**config.mk**
```make
export PLATFORM = sky130hd
export DESIGN_NAME = ecp_unit
export DESIGN_NICKNAME = d
export VERILOG_FILES = /design/src/rtl/ecp_pkg.sv /design/src/rtl/ecp_unit.sv
export VERILOG_INCLUDE_DIRS = /design/src /design/src/rtl
export SDC_FILE = /design/constraint.sdc
export NUM_CORES = 1
export LEC_CHECK = 0
export CAP_MARGIN = 5
export CELL_PAD_IN_SITES_DETAIL_PLACEMENT = 1
export CELL_PAD_IN_SITES_GLOBAL_PLACEMENT = 1
export CORE_ASPECT_RATIO = 1.25
export CORE_UTILIZATION = 30
export CTS_BUF_LIST = sky130_fd_sc_hd__clkbuf_4 sky130_fd_sc_hd__clkbuf_8
export CTS_CLUSTER_SIZE = 20
export DETAILED_ROUTE_END_ITERATION = 12
export DONT_BUFFER_PORTS = 1
export HOLD_SLACK_MARGIN = 0.15
export PLACE_DENSITY_LB_ADDON = 0.2
export SETUP_SLACK_MARGIN = 0.2
export SLEW_MARGIN = 25
export SYNTH_ARGS = -nofsm -noshare
export SYNTH_HDL_FRONTEND = slang
export SYNTH_SLANG_ARGS = --single-unit
```
**constraint.sdc**
```tcl
create_clock -name clk_sys -period 2.5 [get_ports clk_sys]
set_clock_uncertainty 0.2 [all_clocks]
set_input_delay 0 -clock clk_sys [delete_from_list [all_inputs] [get_ports clk_sys]]
set_output_delay 0 -clock clk_sys [all_outputs]
set_load 0.02 [all_outputs]
```
**src/rtl/ecp_defs.svh**
```systemverilog
// offsets, field positions, reset values and timing counts of the unit
// assumes: included by bare name from the unit's module and the bench
`ifndef ECP_DEFS_SVH
`define ECP_DEFS_SVH
// ============================================================
// register offsets (8-bit registers)
`define ECP_A_CTRL 4'h0
`define ECP_A_DUTY 4'h1
`define ECP_A_PER 4'h2
`define ECP_A_PRE 4'h3
`define ECP_A_DEAD 4'h4
`define ECP_A_CMPL 4'h5
`define ECP_A_CMPH 4'h6
`define ECP_A_DACT 4'h7
`define ECP_A_TMR 4'h8
`define ECP_A_STAT 4'h9
// ============================================================
// control register fields
`define ECP_F_MODE 3:0
`define ECP_F_DCLO 5:4
`define ECP_F_CFG 7:6
// mode select codes
`define ECP_M_OFF 4'h0
`define ECP_M_TOG 4'h2
`define ECP_M_SET 4'h8
`define ECP_M_CLR 4'h9
`define ECP_M_SWI 4'ha
`define ECP_M_SPEV 4'hb
// ============================================================
// reset values
`define ECP_RST_CTRL 8'h00
`define ECP_RST_PER 8'hff
`define ECP_RST_DUTY 8'h00
// ============================================================
// timing: clock is the oscillator, instruction cycle is 4 of them
`define ECP_CLK_NS 50
`define ECP_TCY_NS 200
`endif

```
**src/rtl/ecp_pkg.sv**
```systemverilog
// types of the enhanced capture/compare/pwm unit
// assumes: ecp_defs.svh in the include path
package ecp_pkg;
    // ============================================================
    // run state, gray along idle -> wait -> run
    typedef enum logic [1:0] {
        ECP_IDLE = 2'b00,
        ECP_WAIT = 2'b01,
        ECP_RUN = 2'b11
    } ecp_run_e;
    // ============================================================
    // whole state of the unit
    typedef struct packed {
        ecp_run_e st;
        logic [7:0] ctrl, duty_buf, per_buf;
        logic [1:0] pre;
        logic [6:0] dead_buf, dead_act;
        logic dead_pend;
        logic [15:0] cmp;
        logic [3:0] mode_act;
        logic [1:0] cfg_act, dclo_act;
        logic [7:0] duty_act, per_act, tmr;
        logic [5:0] sub;
        logic pwm, cmp_out, cmp_eq;
        logic trig, t1_rst, t3_rst, adc_go, flag_inh, cmp_evt;
        logic [3:0] abcd;
        logic [5:0] pin_o, pin_oe;
        logic ovr_o, ovr_oe;
        logic [7:0] rdata;
    } ecp_state_s;
endpackage

```
**src/rtl/ecp_unit.sv**
```systemverilog
// one enhanced capture/compare/pwm unit with pin routing
// assumes: one clock at the oscillator rate, same-domain register port,
// static configuration levels and compare time bases from the same clock
//
// What this block does
// - output config plus mode select give single, dual or quad outputs
// - unit two: selector clear in single-chip mode moves A to its alternate pin
// - units one/three large package: selector picks B/C pins, D stays put
// - quad mode of units one/three overrides the shared basic compare pin with output D
// - compare uses timer one or three; pwm uses its own period timer
// - special event compare pulses a trigger on 16-bit match
// - trigger of units one/two resets the selected compare timer
// - unit two trigger starts a conversion only when converter enabled
// - unit three: code 1011 acts like 1010, no hardware trigger
// - unit two trigger reset suppresses the timer interrupt flags
// - pwm mode, config, duty and period registers reload only at the period boundary
// - dead-band delay reloads at first duty or period boundary
// - pwm waits for a timer reset, output lags one cycle
// - period is (period+1) times 4 clocks times prescale
// - on period match: clear timer, set output unless zero duty, copy duty
// - duty is duty buffer high eight bits plus control bits 5:4
// - codes 1100-1111 set polarity: bit1 for A/C, bit0 for B/D
// - config field: single, full forward, half, full reverse
// - output clears on fine duty match; duty beyond period never clears
`timescale 1ns/10ps
`include "ecp_defs.svh"
module ecp_unit #(
    parameter int UNIT = 2,
    parameter bit LARGE_PKG = 1'b1
) (
    // clock and reset
    input wire logic clk_sys,
    input wire logic rstn,
    // register port
    input wire logic [3:0] reg_addr,
    input wire logic [7:0] reg_wdata,
    input wire logic reg_wr,
    input wire logic reg_rd,
    output logic [7:0] reg_rdata,
    // device configuration levels
    input wire logic unit2_pin_route_sel,
    input wire logic unit13_pin_route_sel,
    input wire logic single_chip_mode,
    // compare time bases
    input wire logic [15:0] capture_timebase_one,
    input wire logic [15:0] capture_timebase_three,
    input wire logic cmp_timer_sel,
    input wire logic adc_enable,
    // events
    output logic spev_trigger,
    output logic capture_timebase_one_reset,
    output logic capture_timebase_three_reset,
    output logic tmr_flag_inhibit,
    output logic adc_start,
    output logic compare_event,
    // logical outputs after polarity
    output logic pwm_out_a,
    output logic pwm_out_b,
    output logic pwm_out_c,
    output logic pwm_out_d,
    // routed pins, column order of the pin table
    output logic [5:0] pin_out,
    output logic [5:0] pin_oe,
    // shared pin of the basic compare unit
    input wire logic basic_cmp_out,
    input wire logic basic_cmp_oe,
    output logic shared_pin_out,
    output logic shared_pin_oe
);
    localparam int TCY_CLKS = `ECP_TCY_NS / `ECP_CLK_NS;

    if (UNIT < 1 || UNIT > 3 || TCY_CLKS != 4) begin : g_chk
        $error("ecp_unit: UNIT must be 1..3 and cycle 4 clocks");
    end

    // ============================================================
    // helpers
    function automatic logic is_pwm(input logic [3:0] m);
        return m[3:2] == 2'b11;
    endfunction

    function automatic logic is_cmp(input logic [3:0] m);
        return m == `ECP_M_TOG || m[3:2] == 2'b10;
    endfunction

    // last sub-count of one timer increment: 4 clocks times prescale
    function automatic logic [5:0] sub_last(input logic [1:0] p);
        return p == 2'b00 ? 6'h03 : (p == 2'b01 ? 6'h0f : 6'h3f);
    endfunction

    // two fine bits below the timer: clock phase or prescaler top
    function automatic logic [1:0] fine_bits(input logic [5:0] s, input logic [1:0] p);
        return p == 2'b00 ? s[1:0] : (p == 2'b01 ? s[3:2] : s[5:4]);
    endfunction

    // ============================================================
    // state
    ecp_pkg::ecp_state_s state_reg;
    ecp_pkg::ecp_state_s state_next;

    logic [3:0] mode;
    logic tick;
    logic tb_hit;
    logic duty_hit;
    logic cmp_hit;
    logic compat;
    logic [9:0] duty_new;

    assign mode = state_reg.ctrl[`ECP_F_MODE];
    assign tick = state_reg.sub == sub_last(state_reg.pre);
    assign tb_hit = tick && state_reg.tmr == state_reg.per_act;
    assign duty_hit = {state_reg.tmr, fine_bits(state_reg.sub, state_reg.pre)}
        == {state_reg.duty_act, state_reg.dclo_act};
    assign cmp_hit = (cmp_timer_sel ? capture_timebase_three : capture_timebase_one)
        == state_reg.cmp && !state_reg.cmp_eq && is_cmp(mode);
    assign duty_new = {state_reg.duty_buf, state_reg.ctrl[`ECP_F_DCLO]};
    // units one/three fall back to a single output with selector set outside single-chip mode
    assign compat = UNIT != 2 && unit13_pin_route_sel && !single_chip_mode;

    always_comb begin
        logic [3:0] lg;
        logic [3:0] en;
        logic [1:0] cfg;
        logic [2:0] ia;
        logic [2:0] ib;
        logic [2:0] ic;
        logic [2:0] id;
        lg = 4'h0;
        en = 4'h0;
        cfg = 2'b00;
        ia = 3'h0;
        ib = 3'h1;
        ic = 3'h2;
        id = 3'h3;
        state_next = state_reg;
        state_next.trig = 1'b0;
        state_next.t1_rst = 1'b0;
        state_next.t3_rst = 1'b0;
        state_next.adc_go = 1'b0;
        state_next.flag_inh = 1'b0;
        state_next.cmp_evt = 1'b0;
        state_next.rdata = 8'h00;

        // ============================================================
        // period timer with prescaler
        state_next.sub = tick ? 6'h00 : state_reg.sub + 6'h01;
        if (tick) begin
            state_next.tmr = tb_hit ? 8'h00 : state_reg.tmr + 8'h01;
        end
        if (tb_hit) begin
            state_next.mode_act = mode;
            state_next.cfg_act = state_reg.ctrl[`ECP_F_CFG];
            state_next.per_act = state_reg.per_buf;
            state_next.duty_act = state_reg.duty_buf;
            state_next.dclo_act = state_reg.ctrl[`ECP_F_DCLO];
            state_next.pwm = duty_new != 10'h000;
        end else if (duty_hit) begin
            // duty above period never matches, so output stays set
            state_next.pwm = 1'b0;
        end
        if (state_reg.dead_pend && (tb_hit || duty_hit)) begin
            state_next.dead_act = state_reg.dead_buf;
            state_next.dead_pend = 1'b0;
        end

        // ============================================================
        // run state
        unique case (state_reg.st)
            ecp_pkg::ECP_IDLE: begin
                if (is_pwm(mode)) begin
                    state_next.st = ecp_pkg::ECP_WAIT;
                end
            end
            ecp_pkg::ECP_WAIT: begin
                if (!is_pwm(mode)) begin
                    state_next.st = ecp_pkg::ECP_IDLE;
                end else if (tb_hit) begin
                    state_next.st = ecp_pkg::ECP_RUN;
                end
            end
            ecp_pkg::ECP_RUN: begin
                if (!is_pwm(mode)) begin
                    state_next.st = ecp_pkg::ECP_IDLE;
                end
            end
            default: state_next.st = ecp_pkg::ECP_IDLE;
        endcase

        // ============================================================
        // compare and special event
        state_next.cmp_eq = (cmp_timer_sel ? capture_timebase_three
            : capture_timebase_one) == state_reg.cmp;
        if (cmp_hit) begin
            state_next.cmp_evt = 1'b1;
            if (mode == `ECP_M_SET) begin
                state_next.cmp_out = 1'b1;
            end else if (mode == `ECP_M_CLR) begin
                state_next.cmp_out = 1'b0;
            end else if (mode == `ECP_M_TOG) begin
                state_next.cmp_out = !state_reg.cmp_out;
            end else if (mode == `ECP_M_SPEV && UNIT < 3) begin
                state_next.trig = 1'b1;
                state_next.t1_rst = !cmp_timer_sel;
                state_next.t3_rst = cmp_timer_sel;
                state_next.flag_inh = UNIT == 2;
                state_next.adc_go = UNIT == 2 && adc_enable;
            end
        end

        // ============================================================
        // output waveforms
        cfg = compat ? 2'b00 : state_reg.cfg_act;
        if (state_reg.st == ecp_pkg::ECP_RUN) begin
            unique case (cfg)
                2'b00: lg = {3'b000, state_reg.pwm};
                2'b01: lg = {state_reg.pwm, 3'b001};
                2'b10: lg = {2'b00, !state_reg.pwm, state_reg.pwm};
                2'b11: lg = {2'b01, state_reg.pwm, 1'b0};
            endcase
            // d c b a; bit1 inverts A and C, bit0 inverts B and D
            lg = lg ^ {state_reg.mode_act[0], state_reg.mode_act[1],
                state_reg.mode_act[0], state_reg.mode_act[1]};
            en = cfg == 2'b00 ? 4'h1 : (cfg == 2'b10 ? 4'h3 : 4'hf);
        end else if (mode == `ECP_M_SWI || mode == `ECP_M_SPEV) begin
            // software-only compare modes hand the pin back to the port
            en = 4'h0;
        end else if (is_cmp(mode)) begin
            lg = {3'b000, state_reg.cmp_out};
            en = 4'h1;
        end

        // ============================================================
        // pin routing, columns of the pin table
        if (UNIT == 2) begin
            ia = unit2_pin_route_sel ? 3'h1 : (single_chip_mode ? 3'h2 : 3'h0);
            ib = 3'h3;
            ic = 3'h4;
            id = 3'h5;
        end else if (LARGE_PKG && !unit13_pin_route_sel) begin
            ib = 3'h4;
            ic = 3'h5;
        end
        for (int i = 0; i < 6; i++) begin
            state_next.pin_o[i] = (en[0] && ia == 3'(i)) ? lg[0]
                : (en[1] && ib == 3'(i)) ? lg[1]
                : (en[2] && ic == 3'(i)) ? lg[2]
                : (en[3] && id == 3'(i)) ? lg[3] : 1'b0;
            state_next.pin_oe[i] = (en[0] && ia == 3'(i)) || (en[1] && ib == 3'(i))
                || (en[2] && ic == 3'(i)) || (en[3] && id == 3'(i));
        end
        state_next.abcd = lg;
        // basic compare unit keeps its pin unless D of unit one or three is in use
        state_next.ovr_o = (UNIT != 2 && en[3]) ? lg[3] : basic_cmp_out;
        state_next.ovr_oe = (UNIT != 2 && en[3]) ? 1'b1 : basic_cmp_oe;

        // ============================================================
        // register port
        if (reg_wr) begin
            case (reg_addr)
                `ECP_A_CTRL: begin
                    state_next.ctrl = reg_wdata;
                    if (reg_wdata[`ECP_F_MODE] == `ECP_M_SET) begin
                        state_next.cmp_out = 1'b0;
                    end else if (reg_wdata[`ECP_F_MODE] == `ECP_M_CLR) begin
                        state_next.cmp_out = 1'b1;
                    end
                end
                `ECP_A_DUTY: state_next.duty_buf = reg_wdata;
                `ECP_A_PER: state_next.per_buf = reg_wdata;
                `ECP_A_PRE: state_next.pre = reg_wdata[1:0];
                `ECP_A_DEAD: begin
                    state_next.dead_buf = reg_wdata[6:0];
                    state_next.dead_pend = 1'b1;
                end
                `ECP_A_CMPL: state_next.cmp[7:0] = reg_wdata;
                `ECP_A_CMPH: state_next.cmp[15:8] = reg_wdata;
                default: ;
            endcase
        end
        if (reg_rd) begin
            case (reg_addr)
                `ECP_A_CTRL: state_next.rdata = state_reg.ctrl;
                `ECP_A_DUTY: state_next.rdata = state_reg.duty_buf;
                `ECP_A_PER: state_next.rdata = state_reg.per_buf;
                `ECP_A_PRE: state_next.rdata = {6'h00, state_reg.pre};
                `ECP_A_DEAD: state_next.rdata = {1'b0, state_reg.dead_act};
                `ECP_A_CMPL: state_next.rdata = state_reg.cmp[7:0];
                `ECP_A_CMPH: state_next.rdata = state_reg.cmp[15:8];
                `ECP_A_DACT: state_next.rdata = state_reg.duty_act;
                `ECP_A_TMR: state_next.rdata = state_reg.tmr;
                `ECP_A_STAT: state_next.rdata = {state_reg.abcd, state_reg.cmp_out,
                    state_reg.pwm, state_reg.st};
                default: state_next.rdata = 8'h00;
            endcase
        end

        // off: run state and outputs cleared, pins back to the port; timer keeps counting
        if (mode == `ECP_M_OFF) begin
            state_next.st = ecp_pkg::ECP_IDLE;
            state_next.pwm = 1'b0;
            state_next.cmp_out = 1'b0;
            state_next.abcd = 4'h0;
            state_next.pin_o = 6'h00;
            state_next.pin_oe = 6'h00;
        end
    end

    always_ff @(posedge clk_sys) begin
        if (!rstn) begin
            state_reg <= '0;
            state_reg.ctrl <= `ECP_RST_CTRL;
            state_reg.per_buf <= `ECP_RST_PER;
            state_reg.per_act <= `ECP_RST_PER;
            state_reg.duty_buf <= `ECP_RST_DUTY;
        end else begin
            state_reg <= state_next;
        end
    end

    assign reg_rdata = state_reg.rdata;
    assign spev_trigger = state_reg.trig;
    assign capture_timebase_one_reset = state_reg.t1_rst;
    assign capture_timebase_three_reset = state_reg.t3_rst;
    assign tmr_flag_inhibit = state_reg.flag_inh;
    assign adc_start = state_reg.adc_go;
    assign compare_event = state_reg.cmp_evt;
    assign pwm_out_a = state_reg.abcd[0];
    assign pwm_out_b = state_reg.abcd[1];
    assign pwm_out_c = state_reg.abcd[2];
    assign pwm_out_d = state_reg.abcd[3];
    assign pin_out = state_reg.pin_o;
    assign pin_oe = state_reg.pin_oe;
    assign shared_pin_out = state_reg.ovr_o;
    assign shared_pin_oe = state_reg.ovr_oe;
endmodule

```
==> results of run 1 <==
[per-stage QoR]
stage / total power (µW) / hold slack, ns / setup WS (ns) / cell area [µm²] / std cells
after floorplan: 2330 / -0.128 / 0.380 / 6170 / 699
after global placement: 2340 / -0.127 / 0.271 / 6220 / 913
after detailed placement: 2340 / -0.125 / 0.250 / 6220 / 913
after CTS: 4480 / -0.613 / 0.227 / 7590 / 1033
after global routing: 4630 / -0.614 / 0.197 / 7650 / 1037
final: 4450 / -0.587 / 0.262 / 7650 / 1037
[cell families after synthesis]
kind of cell | synth area share
xor gates and xnor gates | 0.0724
AOI/OAI and AO/OA | 0.0945
buffers and inverters | 0.0649
DFF | 0.416
and+or+nand+nor | 0.193
adders and majority gates | 0.00406
muxes | 0.156
[cell usage after synthesis (3+ instances only)]
| library cell | n |
|---|---|
| clkbuf_1 | 31 |
| a22oi_1 | 8 |
| a31oi_1 | 3 |
| a22o_1 | 3 |
| o22ai_1 | 3 |
| nand2b_1 | 5 |
| xnor2_1 | 36 |
| and3_1 | 6 |
| nor3_1 | 10 |
| mux2i_1 | 78 |
| xor2_1 | 15 |
| o21ai_0 | 29 |
| nor2_1 | 81 |
| nand4_1 | 5 |
| mux2_2 | 6 |
| dfxtp_1 | 128 |
| and2_1 | 5 |
| nand3b_1 | 3 |
| nor4_1 | 8 |
| nor2b_1 | 10 |
| mux4_2 | 5 |
| nand2_1 | 88 |
| buf_4 | 22 |
| inv_1 | 10 |
| nand3_1 | 20 |
| buf_2 | 3 |
| buf_1 | 4 |
| a21oi_1 | 41 |
[timing repair]
action | in CTS | in global routing
hold buffers | 88 | 4
gates resized for setup | 0 | 12
hold endpoints to repair | 128 | 8
endpoints found under the setup margin | 0 | 22
[critical path, delay by kind of cell (launching register included)]
| kind | cells | cell delay (ns) |
|---|---|---|
| AO/OA/AOI/OAI | 2 | 0.21 |
| buffers and inverters | 2 | 1.16 |
| flip-flops | 1 | 0.35 |
| AND/OR/NAND/NOR | 1 | 0.19 |
[how the worst max path moves through the flow]
stage | from | end
2_1_floorplan | state_reg[105]$_SDFFE_PN0P_ | state_reg[49]$_SDFFE_PN1N_
3_3_place_gp | state_reg[45]$_SDFFE_PN0N_ | state_reg[92]$_SDFFE_PN0P_
3_5_place_dp | state_reg[45]$_SDFFE_PN0N_ | state_reg[96]$_SDFFE_PN0P_
4_1_cts | mode[2]$_SDFFE_PN0P_ | pin_oe[2]$_SDFF_PP0_
5_1_grt | state_reg[45]$_SDFFE_PN0N_ | state_reg[94]$_SDFFE_PN0P_
6_report | state_reg[93]$_SDFFE_PN0P_ | reg_rdata[3]$_SDFF_PN0_
[routing by layer]
layer  routed length (µm)  GRT usage
met5                    0          0
met1                 8670      0.244
met2                10600      0.353
met3                  851     0.0372
met4                  583     0.0899
[report_power, final]
part           switching, µW  internal (µW)
Combinational            190            168
Clock                    906           1100
Sequential              27.7           2060
[layout make-up]
cell class / instances / area share
Multi-Input combinational cell: 496 / 0.423
Sequential cell: 128 / 0.335
Timing Repair Buffer: 99 / 0.134
Tap cell: 270 / 0.0441
Clock buffer: 17 / 0.0306
Clock inverter: 15 / 0.0271
Inverter: 11 / 0.00539
Antenna cell: 1 / 0.000327
==> key figures, run 1 <==
Status
  • Status: finished with violations
  • Violated checks: negative hold slack

STA
  • Fmax: 447 MHz
  • Worst slew pin tran: 0.729 ns
  • Min Tclk post-route: 2.24 ns
  • Setup violations, final: 0
  • Crit share post-route: 0.895
  • Unrepaired setup endpoints after global routing: true
  • Max-slew headroom: 0.514
  • Post-route setup TNS: 0 ns
  • Hold slack: -0.587 ns
  • Fin. Hold Viols: 5
  • Fin. max-slew vios: 0

Drt
  • Drt initial violations: 264
  • Final ANT Viol Nets: 0
  • Via count: 5199
  • Total wire length: 20700 µm
  • DRT Pass-1 Iters: 4
  • Vias/cell: 5.01
  • Wirelength per Cell: 20.0 µm
  • Residual DRC: 0

Layout
  • Commonest non-fill, non-tap cell in the layout: dfxtp_1
  • Nets@finish: 810
  • Register area: 2570 µm²
  • Multi-input gate area: 3240 µm²
  • FILL cells: 2329
  • Synth-to-Final Area Change: 24.1%
  • Share of cells above drive strength 1: 0.0966
  • Max reg flops: 84
  • Most frequent cells in the layout: 124 x dfxtp_1, 87 x nand2_1, 87 x dlygate4sd3_1
  • Final core utilization: 0.381

Setup path
  • Critical path launch point type: register
  • Worst stage delay on the critical path: 0.59 ns
  • Critical Path Fanout Max: 2
  • CP Cell Sequence: and3b_1 -> o21ai_0 -> dlygate4sd3_1 -> a21oi_1 -> dlygate4sd3_1
  • Critical path type: register to register
  • Worst setup EP type: register
  • Worst R2R Setup Slack: 0.26 ns
  • Data required, critical path: 2.63 ns
  • Arrival time at the worst endpoint: 2.37 ns
  • R2R cell count: 5
  • Slowest stage cell, crit path: dlygate4sd3_1
  • Worst reg2reg path startpoint: state_reg[93]$_SDFFE_PN0P_
  • CP most frequent cell: dlygate4sd3_1
  • Reg2reg end: reg_rdata[3]$_SDFF_PN0_

Placement
  • Post-DP HPWL: 13800 µm
  • Input/output buffers: 0
  • Placer Congestion: 0.824

Clock network
  • Worst-path clk slew: 0.09 ns
  • H-tree depth: 4
  • Clock latency on the worst-skew pair: 0.45 ns
  • Inserted Clock Buffers: 17
  • Clock tree buffer depth: 2
  • TritonCTS Sinks: 128
  • Root buf cell: clkbuf_8
  • TritonCTS clock tree: built
  • Post-CTS Setup Bufs: 0

Power
  • Lkg Pwr: 0.00291 µW
  • Peak VDD IR: 275 µV
  • PD cells: 581 nW/µm²

Floorplan
  • Io pins: 87
  • Die area: 21100 µm²
  • Die Width: 130 µm
  • Initial Util: 0.307
  • Core Rows: 58
  • Die boundary height: 162 µm
  • Core Area: 20100 µm²

Hold path
  • Hold crit path type: input pin to register
  • Hold Path Cell Cnt: 1
  • Hold endpoint: capture_timebase_one_reset$_SDFF_PP0_
  • Worst Hold Launch: cmp_timer_sel

Logic synthesis
  • Cell variety after synth: 53
  • Syn nets: 756
  • Register area share after synthesis: 0.416
  • Register bit total from synthesis: 128
  • Post-synth top area share: 0.416
  • Synth Cell Area: 6170 µm²
  • Syn_area_per_cell: 8.82 µm²
  • Syn Inst Count: 699
  • Synth warnings: 0
  • Dominant cell type by area after synthesis: dfxtp_1
  • Dominant synthesized flop cell: dfxtp_1
  • Top cells by area, synth: dfxtp_1 42%, mux2i_1 13%, nand2_1 5.4%
  • Asr flop ratio synth: 0
  • EDFF count, synth: 0

Global route
  • Initial antenna violation count: 1
  • Gr ovfl total: 0
  • GRT Total Usage: 0.205
  • Pin count of the biggest net entering global routing: 61
  • First-pass GRT wire length: 31800 µm
  • Vias in the first global route: 5428

Job
  • Max cap viols: 0
Power figures use the tool's default switching activity.
==> inputs of run 2 (changes only) <==
--- a/config.mk
+++ b/config.mk
@@ -17,6 +17,7 @@
 export DONT_BUFFER_PORTS = 1
 export HOLD_SLACK_MARGIN = 0.15
 export PLACE_DENSITY_LB_ADDON = 0.2
+export REMOVE_ABC_BUFFERS = 1
 export SETUP_SLACK_MARGIN = 0.2
 export SLEW_MARGIN = 25
 export SYNTH_ARGS = -nofsm -noshare
==> run 2 against run 1 <==
Compared with the run above:
- the run still ends with negative hold slack left
- routed wire length fell by 2.1%
- utilization fell by 1.0 points
- critical path depth increased by 2
- count of clock-buffer cells in the layout grew 3
- final cell count shrank 0.48%
- highest routed layer unchanged
==> key figures, run 2 (same netlist as run 1, synthesis figures left out) <==
Clock network
  • Root buf cell: clkbuf_8 (unchanged)
  • H-tree depth: 4 (unchanged)
  • TritonCTS Sinks: 128 (unchanged)
  • TritonCTS clock tree: built (unchanged)
  • Worst-path clk slew: 0.08 ns (was 0.09 ns)
  • Inserted Clock Buffers: 17 (unchanged)
  • Clock tree buffer depth: 2 (unchanged)
  • Clock latency on the worst-skew pair: 0.47 ns (was 0.45 ns)

Placement
  • Placer Congestion: 0.813 (was 0.824)
  • Placed cells: 922 (was 913)
  • Post-DP HPWL: 14000 µm (was 13800 µm)
  • Input/output buffers: 0 (unchanged)

Setup path
  • Worst setup EP type: register (unchanged)
  • Worst stage delay on the critical path: 0.61 ns (was 0.59 ns)
  • Data required, critical path: 2.71 ns (was 2.63 ns)
  • Critical path launch point type: input pin (was register)
  • Slowest stage cell, crit path: dlygate4sd3_1 (unchanged)
  • CP Cell Sequence: dlygate4sd3_1 -> nor3b_2 -> buf_4 -> nand3_1 -> dlygate4sd3_1 -> a21oi_1 -> dlygate4sd3_1 (was and3b_1 -> o21ai_0 -> dlygate4sd3_1 -> a21oi_1 -> dlygate4sd3_1)
  • Top delay family on crit path: buffers and inverters (unchanged)
  • Critical Path Fanout Max: 5 (was 2)
  • R2R cell count: 7 (was 5)
  • Critical path type: input pin to register (was register to register)
  • Reg2reg end: state_reg[47]$_SDFFE_PN0N_ (was reg_rdata[3]$_SDFF_PN0_)
  • Arrival time at the worst endpoint: 2.43 ns (was 2.37 ns)
  • Worst R2R Setup Slack: 0.31 ns (was 0.26 ns)
  • Worst reg2reg path startpoint: state_reg[104]$_SDFFE_PN0P_ (was state_reg[93]$_SDFFE_PN0P_)
  • CP most frequent cell: dlygate4sd3_1 (unchanged)
  • CP bufs+invs: 4 (was 2)

Floorplan
  • Die area: 21100 µm² (unchanged)
  • Die boundary height: 162 µm (unchanged)
  • Core Area: 20100 µm² (unchanged)
  • Initial Util: 0.307 (unchanged)
  • Core Rows: 58 (unchanged)
  • Die Width: 130 µm (unchanged)
  • Io pins: 87 (unchanged)

Drt
  • Residual DRC: 0 (unchanged)
  • Final ANT Viol Nets: 0 (unchanged)
  • Drt initial violations: 266 (was 264)
  • Wirelength per Cell: 19.7 µm (was 20.0 µm)
  • Vias/cell: 5.00 (was 5.01)
  • Via count: 5162 (was 5199)
  • Total wire length: 20300 µm (was 20700 µm)
  • DRT Pass-1 Iters: 5 (was 4)

Layout
  • FILL cells: 2347 (was 2329)
  • Max reg flops: 84 (unchanged)
  • Commonest non-fill, non-tap cell in the layout: dfxtp_1 (unchanged)
  • Share of cells above drive strength 1: 0.0986 (was 0.0966)
  • Most frequent cells in the layout: 126 x dfxtp_1, 88 x nand2_1, 81 x nor2_1 (was 124 x dfxtp_1, 87 x nand2_1, 87 x dlygate4sd3_1)
  • Nets@finish: 806 (was 810)
  • Final Non-Filler Cells: 1032 (was 1037)
  • Synth-to-Final Area Change: 20.7% (was 24.1%)

Power
  • Switching pwr: 1060 µW (was 1120 µW)
  • Lkg Pwr: 0.00287 µW (was 0.00291 µW)
  • Cell Int Power: 2950 µW (was 3320 µW)
  • Comb power frac: 0.088 (was 0.081)
  • Sequential Power Share: 0.521 (was 0.469)
  • Clk pwr share: 0.391 (was 0.450)
  • Peak VDD IR: 303 µV (was 275 µV)
  • Net Sw Frac: 0.264 (was 0.253)
  • PD cells: 538 nW/µm² (was 581 nW/µm²)

Global route
  • Pin count of the biggest net entering global routing: 61 (unchanged)
  • First-pass GRT wire length: 31500 µm (was 31800 µm)
  • GRT Total Usage: 0.204 (was 0.205)
  • Gr ovfl total: 0 (unchanged)
  • Vias in the first global route: 5564 (was 5428)
  • Initial antenna violation count: 1 (unchanged)

STA
  • Min Tclk post-route: 2.22 ns (was 2.24 ns)
  • Fin. max-slew vios: 0 (unchanged)
  • Fin. Hold Viols: 5 (unchanged)
  • Max-slew headroom: 0.452 (was 0.514)
  • Setup violations, final: 0 (unchanged)
  • Hold slack: -0.609 ns (was -0.587 ns)
  • Crit share post-route: 0.889 (was 0.895)
  • Post-route setup TNS: 0 ns (unchanged)
  • Unrepaired setup endpoints after global routing: false (was true)
  • Worst slew pin tran: 0.822 ns (was 0.729 ns)
  • Fmax: 450 MHz (was 447 MHz)

Hold path
  • Hold Path Cell Cnt: 1 (unchanged)
  • Hold crit path type: input pin to register (unchanged)
  • Hold endpoint: capture_timebase_one_reset$_SDFF_PP0_ (unchanged)
  • Worst Hold Launch: cmp_timer_sel (unchanged)

Job
  • Max cap viols: 0 (unchanged)

Status
  • Violated checks: negative hold slack (unchanged)
  • Status: finished with violations (unchanged)
run 2: changes by cell type in the layout (fill, tap and decap cells not counted), sizes merged:
cell	change
clkbuf	+3
clkinvlp	+1
inv	-3
dlymetal6s4s	+3
bufinv	-4
dlygate4sd3	-15
clkinv	+2
buf	+8
run 2: metal layers:
layer	routed length (µm)	GRT usage	part of all wire	vias up
met3	881	0.0478	0.043	44
li1	-	-	-	2472
met4	650	0.0978	0.032	0
met1	7910	0.216	0.39	2532
met2	10900	0.373	0.54	114
met5	0	0	0	-
run 2: per-stage QoR:
| step | power (µW) | hold WS [ns] | utilization | area (µm²) | setup WS [ns] |
|---|---|---|---|---|---|
| floorplan | 2280 | -0.138 | - | 5810 | -0.784 |
| global placement | 2340 | -0.127 | 0.312 | 6280 | 0.231 |
| detailed placement | 2350 | -0.125 | 0.312 | 6280 | 0.187 |
| CTS | 4050 | -0.626 | 0.368 | 7400 | 0.207 |
| global route | 4190 | -0.636 | 0.370 | 7450 | 0.205 |
| finish | 4010 | -0.609 | 0.370 | 7450 | 0.279 |
run 2: repair_timing:
item,4_1_cts,5_1_grt
hold buffers,76,1
endpoints found under the setup margin,7,37
resized for setup,1,8
endpoints found under the hold margin,128,6
pin swaps,0,1
setup buffers,0,1
run 2: how the worst max path moves through the flow:
stage	start	endpoint	slack, ns	depth (start not counted)
after global placement	state_reg[104]$_SDFFE_PN0P_	state_reg[91]$_SDFFE_PN0P_	0.23	6
after CTS	state_reg[105]$_SDFFE_PN0P_	state_reg[47]$_SDFFE_PN0N_	0.21	7
after detailed placement	state_reg[104]$_SDFFE_PN0P_	state_reg[91]$_SDFFE_PN0P_	0.19	6
after global routing	state_reg[104]$_SDFFE_PN0P_	state_reg[91]$_SDFFE_PN0P_	0.21	6
after floorplan	state_reg[105]$_SDFFE_PN0P_	state_reg[90]$_SDFFE_PN0P_	-0.78	6
final	reg_wr	mode[1]$_SDFFE_PN0P_	0.28	7
run 2: area by class of cell:
| type | count | area, µm² | area share |
|---|---|---|---|
| clock inverter | 11 | 67.6 | 0.00907 |
| multi-input combinational | 496 | 3230 | 0.434 |
| tap | 270 | 338 | 0.0454 |
| sequential | 128 | 2560 | 0.344 |
| clock buffer | 20 | 269 | 0.0361 |
| antenna | 1 | 2.50 | 0.000336 |
| inverter | 11 | 41.3 | 0.00555 |
| timing repair buffer | 95 | 933 | 0.125 |
run 2: power groups by stage:
stage / clock (µW) / combinational [µW] / sequential [µW]
after detailed placement: 0 / 214 / 2130
after global placement: 0 / 208 / 2130
final: 1570 / 352 / 2090
after global routing: 1720 / 381 / 2090
after CTS: 1620 / 348 / 2090
after floorplan: 0 / 158 / 2120
